<file path="src/hdl/refresh_sched_pkg.sv">
/*
 * constants, register map, enumerations and carriers shared by the
 * refresh / power-down scheduler and its helper modules.
 * assumes a 32-bit apb register bus on a single 20 mhz clock.
 */
package refresh_sched_pkg;

	// register byte offsets
	localparam logic [11:0] OFS_CTRL     = 12'h000;
	localparam logic [11:0] OFS_INTERVAL = 12'h004;
	localparam logic [11:0] OFS_LATENCY  = 12'h008;
	localparam logic [11:0] OFS_STATUS   = 12'h00C;

	// refresh_control_word fields
	localparam int CTRL_AUTO_REFRESH_ENABLE  = 0;
	localparam int CTRL_BOUNDARY_SELECT      = 1;
	localparam int CTRL_AUTO_LOW_POWER_ENTRY = 2;
	localparam int CTRL_POWER_DOWN_REQUEST   = 3;
	localparam int CTRL_MANUAL_REFRESH       = 8;

	// read_latency_control_word fields
	localparam int LAT_CAS_LSB    = 0;
	localparam int LAT_ADJUST_LSB = 4;
	localparam int LAT_BASE_LSB   = 8;
	localparam int LAT_FIELD_W    = 4;

	// status fields
	localparam int STAT_IN_POWER_DOWN  = 0;
	localparam int STAT_REFRESH_PEND   = 1;
	localparam int STAT_UPDATE_PEND    = 2;
	localparam int STAT_COUNT_LSB      = 16;

	localparam int INTERVAL_W  = 16;
	localparam int BEATS_W     = 8;
	localparam int GUARD_W     = 6;
	localparam int IDLE_W      = 5;

	// reset values
	localparam logic [3:0]            CTRL_RESET     = 4'h1;
	localparam logic [INTERVAL_W-1:0] INTERVAL_RESET = 16'h0100;
	localparam logic [11:0]           LATENCY_RESET  = 12'h0033;

	// idle cycles before automatic power-down entry
	localparam logic [IDLE_W-1:0]  IDLE_LIMIT   = 5'h10;
	// extra cycles after the last read word before an update may go out
	localparam logic [GUARD_W-1:0] GUARD_MARGIN = 6'h02;

	// timing of the register bus
	localparam int CLK_PERIOD_NS = 50;

	typedef enum logic [2:0] {
		OP_NOP      = 3'b000,
		OP_READ     = 3'b001,
		OP_WRITE    = 3'b010,
		OP_REFRESH  = 3'b011,
		OP_PD_ENTER = 3'b100,
		OP_PD_EXIT  = 3'b101
	} mem_op_e;

	typedef enum logic [1:0] {
		ST_IDLE = 2'b00,
		ST_XFER = 2'b01,
		ST_PD   = 2'b10
	} sched_state_e;

	typedef struct packed {
		logic               valid;
		logic               is_read;
		logic [BEATS_W-1:0] beats;
	} sys_cmd_s;

	typedef struct packed {
		logic    valid;
		mem_op_e op;
	} mem_cmd_s;

	typedef struct packed {
		logic [LAT_FIELD_W-1:0] base_delay;
		logic [LAT_FIELD_W-1:0] adjust;
		logic [LAT_FIELD_W-1:0] cas;
	} latency_s;

endpackage

</file>
<file path="src/hdl/refresh_timer.sv">
/*
 * automatic refresh down-counter: loads the interval, counts to zero,
 * pulses, reloads.
 * assumes enable and reload come from logic on the same clock.
 */
`timescale 1ns/10ps
module refresh_timer
	import refresh_sched_pkg::*;
(
	input  wire logic                  pclk,
	input  wire logic                  presetn,
	input  wire logic                  enable,
	input  wire logic                  reload,
	input  wire logic [INTERVAL_W-1:0] interval,
	output logic                       expired,
	output logic [INTERVAL_W-1:0]      count
);
	import refresh_sched_pkg::*;

	logic [INTERVAL_W-1:0] count_ff;
	logic                  expired_ff;

	always_ff @(posedge pclk or negedge presetn)
	begin
		if (!presetn)
		begin
			count_ff   <= INTERVAL_RESET;
			expired_ff <= 1'b0;
		end
		else
		begin
			expired_ff <= 1'b0;
			if (!enable || reload)
				count_ff <= interval;
			else if (count_ff == '0)
			begin
				expired_ff <= 1'b1;
				count_ff   <= interval;
			end
			else
				count_ff <= count_ff - 1'b1;
		end
	end

	assign expired = expired_ff;
	assign count   = count_ff;

endmodule // refresh_timer

</file>
<file path="src/hdl/read_drain_guard.sv">
/*
 * tracks outstanding read data: after each accepted read it counts the
 * full return delay before reporting the read path drained.
 * assumes latency settings are static while reads are in flight.
 */
`timescale 1ns/10ps
module read_drain_guard
	import refresh_sched_pkg::*;
(
	input  wire logic     pclk,
	input  wire logic     presetn,
	input  wire logic     read_issued,
	input  wire latency_s latency,
	output logic          drained
);
	import refresh_sched_pkg::*;

	logic [GUARD_W-1:0] wait_ff;
	logic [GUARD_W-1:0] nxt_wait;
	logic               drained_ff;

	// whole return path counted, so adjust above cas cannot shorten it
	assign nxt_wait = GUARD_W'(latency.cas) + GUARD_W'(latency.adjust)
		+ GUARD_W'(latency.base_delay) + GUARD_MARGIN;

	always_ff @(posedge pclk or negedge presetn)
	begin
		if (!presetn)
		begin
			wait_ff    <= '0;
			drained_ff <= 1'b1;
		end
		else if (read_issued)
		begin
			wait_ff    <= nxt_wait;
			drained_ff <= 1'b0;
		end
		else if (wait_ff != '0)
		begin
			wait_ff    <= wait_ff - 1'b1;
			drained_ff <= 1'b0;
		end
		else
			drained_ff <= 1'b1;
	end

	assign drained = drained_ff;

endmodule // read_drain_guard

</file>
<file path="src/hdl/dram_refresh_powerdown_scheduler.sv">
/*
 * refresh scheduling, power-down entry/exit and dfi update timing of a
 * ddr controller, with an apb register file.
 * assumes system commands, phy handshakes and apb all run on pclk.
 */
// The placing of the registers and the APB register port were decided locally.
`timescale 1ns/10ps
// Behaviour
// with the boundary select clear a due refresh goes out at the next memory command slot, with it set only between system commands.
// one system command is split into as many memory commands as its beat count asks for.
// a manual power-down request overrides the boundary select so a deferred refresh is not held off through power-down.
// a due refresh is always delivered while the memory is powered down; the scheduler sends it only after it has issued a power-down exit.
// power-down is entered either on a software request or automatically after idle time, and refreshes keep flowing in both cases.
// software keeps the read latency adjust no larger than the cas latency.
// software adds read delay beyond the cas latency through the base delay field.
// update requests wait until all outstanding read data has returned, whatever adjust is set.
// software clears the boundary select before manual power-down and may set it again afterwards.
// a software refresh request during power-down never loses a scheduled refresh.
// with automatic refresh on, a down-counter reloads from the interval and asks for a refresh at every zero.
// a refresh due in power-down brings the memory out of power-down first.
// a software refresh request reloads the automatic refresh counter.
// after a refresh that needed a power-down exit the memory goes back down if still requested and idle.
module dram_refresh_powerdown_scheduler
	import refresh_sched_pkg::*;
(
	input  wire logic                     pclk,
	input  wire logic                     presetn,
	input  wire logic                     psel,
	input  wire logic                     penable,
	input  wire logic                     pwrite,
	input  wire logic [11:0]              paddr,
	input  wire logic [31:0]              pwdata,
	output logic      [31:0]              prdata,
	output logic                          pready,
	output logic                          pslverr,
	input  wire refresh_sched_pkg::sys_cmd_s sys_cmd,
	output logic                          sys_cmd_ready,
	output refresh_sched_pkg::mem_cmd_s   mem_cmd,
	input  wire logic                     mem_cmd_ready,
	input  wire logic                     update_needed,
	output logic                          dfi_ctrlupd_req,
	input  wire logic                     dfi_ctrlupd_ack
);
	import refresh_sched_pkg::*;

	logic [31:0]           prdata_ff;
	logic                  pready_ff;
	logic                  pslverr_ff;
	logic [3:0]            ctrl_ff;
	logic [INTERVAL_W-1:0] interval_ff;
	logic [11:0]           latency_ff;
	logic                  manual_refresh_ff;
	logic                  refresh_pending_ff;
	logic                  refresh_backlog_ff;
	sched_state_e          state_ff;
	logic [BEATS_W-1:0]    beats_ff;
	logic                  is_read_ff;
	mem_cmd_s              mem_cmd_ff;
	logic                  sys_ready_ff;
	logic                  in_pd_ff;
	logic [IDLE_W-1:0]     idle_ff;
	logic                  upd_req_ff;

	logic                  apb_setup;
	logic                  apb_write;
	logic                  mapped;
	logic [31:0]           read_word;
	logic                  timer_expired;
	logic [INTERVAL_W-1:0] timer_count;
	logic                  accepted;
	logic                  cmd_free;
	logic                  refresh_done;
	logic                  read_done;
	logic                  refresh_due;
	logic                  pd_request;
	logic                  defer_select;
	logic                  pd_want;
	logic                  drained;
	latency_s              latency;

	assign latency = latency_s'(latency_ff);

	assign apb_setup = psel && !penable;
	assign apb_write = psel && penable && pready_ff && pwrite;
	assign mapped    = (paddr == OFS_CTRL) || (paddr == OFS_INTERVAL)
		|| (paddr == OFS_LATENCY) || (paddr == OFS_STATUS);

	always_comb
	begin
		read_word = '0;
		case (paddr)
			OFS_CTRL:     read_word[3:0] = ctrl_ff;
			OFS_INTERVAL: read_word[INTERVAL_W-1:0] = interval_ff;
			OFS_LATENCY:  read_word[11:0] = latency_ff;
			OFS_STATUS:
			begin
				read_word[STAT_IN_POWER_DOWN] = in_pd_ff;
				read_word[STAT_REFRESH_PEND]  = refresh_pending_ff;
				read_word[STAT_UPDATE_PEND]   = upd_req_ff;
				read_word[STAT_COUNT_LSB +: INTERVAL_W] = timer_count;
			end
			default:      read_word = '0;
		endcase
	end

	// zero-wait slave: answer raised during the access phase
	always_ff @(posedge pclk or negedge presetn)
	begin
		if (!presetn)
		begin
			pready_ff  <= 1'b0;
			pslverr_ff <= 1'b0;
			prdata_ff  <= 32'h0000_0000;
		end
		else
		begin
			pready_ff  <= apb_setup;
			pslverr_ff <= apb_setup && !mapped;
			if (apb_setup && !pwrite)
				prdata_ff <= read_word;
		end
	end

	// status is read-only; unmapped writes are dropped
	always_ff @(posedge pclk or negedge presetn)
	begin
		if (!presetn)
		begin
			ctrl_ff     <= CTRL_RESET;
			interval_ff <= INTERVAL_RESET;
			latency_ff  <= LATENCY_RESET;
		end
		else if (apb_write)
		begin
			if (paddr == OFS_CTRL)
				ctrl_ff <= pwdata[3:0];
			if (paddr == OFS_INTERVAL)
				interval_ff <= pwdata[INTERVAL_W-1:0];
			if (paddr == OFS_LATENCY)
				latency_ff <= pwdata[11:0];
		end
	end

	// write-one pulse, reads back as zero
	always_ff @(posedge pclk or negedge presetn)
	begin
		if (!presetn)
			manual_refresh_ff <= 1'b0;
		else
			manual_refresh_ff <= apb_write && (paddr == OFS_CTRL)
				&& pwdata[CTRL_MANUAL_REFRESH];
	end

	refresh_timer u_timer (
		.pclk     (pclk),
		.presetn  (presetn),
		.enable   (ctrl_ff[CTRL_AUTO_REFRESH_ENABLE]),
		.reload   (manual_refresh_ff),
		.interval (interval_ff),
		.expired  (timer_expired),
		.count    (timer_count)
	);

	assign accepted     = mem_cmd_ff.valid && mem_cmd_ready;
	assign cmd_free     = !mem_cmd_ff.valid || mem_cmd_ready;
	assign refresh_done = accepted && (mem_cmd_ff.op == OP_REFRESH);
	assign read_done    = accepted && (mem_cmd_ff.op == OP_READ);
	// the refresh taken at this edge is not owed any more
	assign refresh_due  = refresh_pending_ff && !refresh_done;

	// a manual request is kept as its own pending refresh while the
	// counter reloads, so the scheduled one it displaces is not lost
	always_ff @(posedge pclk or negedge presetn)
	begin
		if (!presetn)
			refresh_pending_ff <= 1'b0;
		else if (timer_expired || manual_refresh_ff
			|| refresh_backlog_ff)
			refresh_pending_ff <= 1'b1;
		else if (refresh_done)
			refresh_pending_ff <= 1'b0;
	end

	// a second event while one is still owed is parked, not merged
	always_ff @(posedge pclk or negedge presetn)
	begin
		if (!presetn)
			refresh_backlog_ff <= 1'b0;
		else if ((timer_expired && manual_refresh_ff)
			|| ((timer_expired || manual_refresh_ff) && refresh_due))
			refresh_backlog_ff <= 1'b1;
		else if (refresh_done)
			refresh_backlog_ff <= refresh_backlog_ff
				&& (timer_expired || manual_refresh_ff);
	end

	assign pd_request   = ctrl_ff[CTRL_POWER_DOWN_REQUEST];
	assign defer_select = ctrl_ff[CTRL_BOUNDARY_SELECT] && !pd_request;
	assign pd_want      = pd_request
		|| (ctrl_ff[CTRL_AUTO_LOW_POWER_ENTRY] && (idle_ff == IDLE_LIMIT));

	// idle time before automatic entry; saturates at IDLE_LIMIT, cleared by a system command
	always_ff @(posedge pclk or negedge presetn)
	begin
		if (!presetn)
			idle_ff <= '0;
		else if (sys_cmd.valid || (state_ff == ST_XFER))
			idle_ff <= '0;
		else if (idle_ff != IDLE_LIMIT)
			idle_ff <= idle_ff + 1'b1;
	end

	always_ff @(posedge pclk or negedge presetn)
	begin
		if (!presetn)
		begin
			state_ff     <= ST_IDLE;
			beats_ff     <= '0;
			is_read_ff   <= 1'b0;
			mem_cmd_ff   <= '{valid: 1'b0, op: OP_NOP};
			sys_ready_ff <= 1'b0;
			in_pd_ff     <= 1'b0;
		end
		else
		begin
			sys_ready_ff <= 1'b0;
			if (accepted)
				mem_cmd_ff <= '{valid: 1'b0, op: OP_NOP};
			case (state_ff)
				ST_IDLE:
				begin
					if (cmd_free)
					begin
						if (refresh_due)
							mem_cmd_ff <= '{valid: 1'b1, op: OP_REFRESH};
						else if (sys_cmd.valid && !sys_ready_ff)
						begin
							sys_ready_ff <= 1'b1;
							beats_ff     <= sys_cmd.beats;
							is_read_ff   <= sys_cmd.is_read;
							state_ff     <= ST_XFER;
						end
						else if (pd_want)
						begin
							mem_cmd_ff <= '{valid: 1'b1, op: OP_PD_ENTER};
							in_pd_ff   <= 1'b1;
							state_ff   <= ST_PD;
						end
					end
				end
				ST_XFER:
				begin
					if (cmd_free)
					begin
						if (beats_ff == '0)
							state_ff <= ST_IDLE;
						else if (refresh_due && !defer_select)
							mem_cmd_ff <= '{valid: 1'b1, op: OP_REFRESH};
						else if (!(is_read_ff && upd_req_ff))
						begin
							mem_cmd_ff <= '{valid: 1'b1,
								op: is_read_ff ? OP_READ : OP_WRITE};
							beats_ff   <= beats_ff - 1'b1;
						end
					end
				end
				ST_PD:
				begin
					if (cmd_free && (refresh_pending_ff || sys_cmd.valid
						|| !pd_want))
					begin
						mem_cmd_ff <= '{valid: 1'b1, op: OP_PD_EXIT};
						in_pd_ff   <= 1'b0;
						state_ff   <= ST_IDLE;
					end
				end
				default:
					state_ff <= ST_IDLE;
			endcase
		end
	end

	read_drain_guard u_guard (
		.pclk        (pclk),
		.presetn     (presetn),
		.read_issued (read_done),
		.latency     (latency),
		.drained     (drained)
	);

	// request held until acknowledged; reads stall meanwhile
	always_ff @(posedge pclk or negedge presetn)
	begin
		if (!presetn)
			upd_req_ff <= 1'b0;
		else if (upd_req_ff)
		begin
			if (dfi_ctrlupd_ack)
				upd_req_ff <= 1'b0;
		end
		else if (update_needed && drained && !read_done
			&& !(mem_cmd_ff.valid && (mem_cmd_ff.op == OP_READ)))
			upd_req_ff <= 1'b1;
	end

	assign prdata          = prdata_ff;
	assign pready          = pready_ff;
	assign pslverr         = pslverr_ff;
	assign sys_cmd_ready   = sys_ready_ff;
	assign mem_cmd         = mem_cmd_ff;
	assign dfi_ctrlupd_req = upd_req_ff;

endmodule // dram_refresh_powerdown_scheduler

</file>
<file path="config.mk">
export PLATFORM = sky130hd
export DESIGN_NAME = dram_refresh_powerdown_scheduler
export DESIGN_NICKNAME = d
export VERILOG_FILES = /design/src/hdl/refresh_sched_pkg.sv /design/src/hdl/refresh_timer.sv /design/src/hdl/read_drain_guard.sv /design/src/hdl/dram_refresh_powerdown_scheduler.sv
export SDC_FILE = /design/constraint.sdc
export NUM_CORES = 1
export LEC_CHECK = 0
export BUFFER_PORTS_ARGS = -buffer_cell sky130_fd_sc_hd__buf_2
export CORE_UTILIZATION = 48
export CTS_BUF_LIST = sky130_fd_sc_hd__clkbuf_4 sky130_fd_sc_hd__clkbuf_8
export DETAILED_ROUTE_END_ITERATION = 6
export HOLD_SLACK_MARGIN = 0.08
export PLACE_DENSITY = 0.76
export SYNTH_ARGS = -nofsm -noshare
export SYNTH_HDL_FRONTEND = slang
export SYNTH_SLANG_ARGS = --single-unit
</file>
<file path="constraint.sdc">
create_clock -name pclk -period 3.3 [get_ports pclk]
set_input_delay 0.66 -clock pclk [delete_from_list [all_inputs] [get_ports pclk]]
set_output_delay 0.66 -clock pclk [all_outputs]
set_load 0.01 [all_outputs]
</file>
==> flow_summary.yaml <==
placed_design:
  place_hpwl_um: 9820
  gp_congestion: 0.851
  io_buffers: 85
  pre_cts_ws_ps: 544
sta:
  finalHoldViolations: 0
  timing.final.crit_share_pct: 80.1
  max_freq_ghz: 0.378
  grt_setup_unrepaired: "no"
  report.final.slew_viol_count: 0
  worst_pin_slew_ps: 1030
  finClkSkew_ps: 9.40
  setup-tns-final_ps: 0
  finalWorstSetupSlack_ps: 657
  period_needed_ps: 2640
  relSlewSlack_pct: 30.9
  setup_viol: 0
pwr:
  p_switching_mw: 1.23
  total_power_mw: 3.90
  leakage_nw: 3.48
  seqPwrFrac_pct: 44.5
  powerDensity_nw_per_um2: 568
  ir_worst_vdd_mv: 0.238
  p_int_mw: 2.67
  sw_frac_of_total_pct: 31.6
  combPwrFrac_pct: 21.7
  p_clk_share_pct: 33.8
grt:
  grt_remaining_overflow: 0
  grt_pass1_wl_um: 23000
  grt_max_degree: 69
  track_usage_pct: 23.3
  grt_pass1_vias: 4552
  antenna_found_initial: 1
yosys:
  synthCells: 550
  syn-num-nets: 632
  netlist.area_leader.share_pct: 45.8
  yosys_warnings: 0
  ys_ff_latch: 116
  synthFlopType: "dfrtp_1"
  synth_area_leaders: "dfrtp_1, mux2_2, ha_1, a22o_1, dfstp_2"
  yosysUniqueCellTypes: 67
  ys_seq_area_share_pct: 49.4
  synth_edf_count: 0
  syn_area_per_cell_um2: 10.7
  async_reset_ff_share_pct: 100
  yosysTopAreaCell: "dfrtp_1"
  synth_area_um2: 5900
clock_network:
  clock-sinks: 116
  htree_num_levels: 4
  cts.repair.resized: 0
  cts_buffers: 17
  postCtsSetupRepairBufs: 0
  cts-root-buf: "clkbuf_8"
  postCtsHoldBufs: 0
  path_clk_slew_ps: 70
  insertion_delay_ps: 450
  clockBufferDepth: 2
  cts_tree: "yes"
route:
  ant_nets: 0
  firstDrtPassIters: 7
  dr_total_vias: 4680
  wl_um: 13700
  wl_per_cell_um: 17.2
  drc_errors: 1
  viasPerCell: 5.89
  initialDrtViolationCount: 342
worst_setup_path:
  cp_max_fo: 3
  critPathKind: "flip-flop to flip-flop"
  rr_worst_depth: 11
  start_kind: "flip-flop"
  worstPathRequired_ps: 3670
  critPathCaptureType: "flip-flop"
  cp.arrival_ps: 3010
final_layout:
  nNetsFinal: 715
  fill_cells: 1022
  most-common-layout-cells: "dfrtp_1, buf_2, nor2_1"
  final_common_cell: "dfrtp_1"
  synthToLayoutAreaGrowth_pct: 16.5
  final_layout_size_suffix_gt1_share_pct: 28.3
floorplanning:
  row_count: 40
  coreArea_um2: 12000
  dieArea_um2: 12700
  fp.dieH_um: 113
  die_width_um: 113
  ios: 102
  start_util_pct: 49.1
run_status:
  violations: "DRC"
  status: "complete, but fails checks"
run:
  maxCapViolations: 0
worst_hold_path:
  hp-class: "input port to async pin"
==> registers in the layout, indices dropped and copies added (netlist names), 2 cells and up <==
name             count
latency             12
prdata              32
u_timer.count       16
beats_ff             8
mem_cmd              4
u_guard.wait_ff      6
idle_ff              5
ctrl_ff              4
interval_ff         16
state_ff             2
==> worst max-delay path, stage by stage (launching register included) <==
cell	delay (ps)
dfstp_2	560
ha_1	210
fa_1	420
inv_1	80
ha_1	220
inv_1	60
ha_1	160
inv_1	60
fa_1	400
nor2b_1	120
o21ai_0	90
a31oi_1	160
==> through the flow <==
step | hold slack [ps] | instances | area [um2] | utilization [%]
after floorplan | 364 | 550 | 5900 | -
after global placement | 469 | 761 | 6470 | 53.9
after detailed placement | 484 | 761 | 6470 | 53.9
after CTS | 339 | 793 | 6870 | 57.2
after global routing | 391 | 794 | 6870 | 57.2
final | 327 | 794 | 6870 | 57.2
==> power groups by stage <==
stage	clock, mW	sequential [mW]	combinational, mW
2_1_floorplan	0	1.68	0.664
3_3_place_gp	0	1.75	0.810
3_5_place_dp	0	1.76	0.844
4_1_cts	1.34	1.73	0.847
5_1_grt	1.41	1.76	0.956
6_report	1.32	1.74	0.846
==> logic make-up (layout without fill, tap and decap cells) <==
| family | Yosys count | count (layout) | synth area share [%] |
|---|---|---|---|
| compound gates | 133 | 133 | 16.2 |
| xor+xnor | 23 | 23 | 3.42 |
| fa+ha+maj | 20 | 20 | 4.50 |
| buf+inv | 64 | 160 | 4.41 |
| flops | 116 | 116 | 49.4 |
| mux | 41 | 41 | 8.32 |
| other cells | 0 | 1 | 0 |
| simple gates | 153 | 153 | 13.8 |
==> area by class of cell <==
class                      instances  area [um2]  area share [%]
multi-input combinational        370        2740            39.9
tap                              147         184            2.68
inverter                          34         128            1.86
antenna                            1        2.50          0.0364
sequential                       116        2910            42.4
timing repair buffer              94         508            7.39
clock inverter                     9         105            1.53
clock buffer                      23         292            4.24
==> cell usage after synthesis (all sizes together), types with 5 or more instances <==
library cell  number
a31oi              5
mux2              34
a21o               6
a22o              25
o21ai             16
a222oi             8
nand2             17
buf               14
xnor2             12
dfstp              8
nor2              47
nand3             17
inv               34
nor4               7
ha                18
a21oi             35
nor3              18
nor2b              6
xor2              11
nand2b             9
dfrtp            108
clkbuf            16
o211ai             6
nand4              5
==> path summary, 6_finish.rpt <==
kind	startpoint	end	slack (ps)
max in group asynchronous	presetn	latency[0]	2150
min	presetn	prdata[28]	330
max reg2reg	latency[0]	u_guard.wait_ff[5]	660
max	latency[0]	u_guard.wait_ff[5]	660
min in group pclk	dfi_ctrlupd_ack	dfi_ctrlupd_req	400
min reg2reg	prdata[7]	prdata[7]	500
==> routing by layer <==
metal / vias to the layer above / wire [um] / global-route usage, %
li1: 2186 / - / -
met1: 2323 / 6250 / 32.3
met2: 149 / 6460 / 35.8
met3: 22 / 738 / 5.30
met4: 0 / 236 / 9.04
met5: - / 0 / 0
Power figures use the tool's default switching activity.
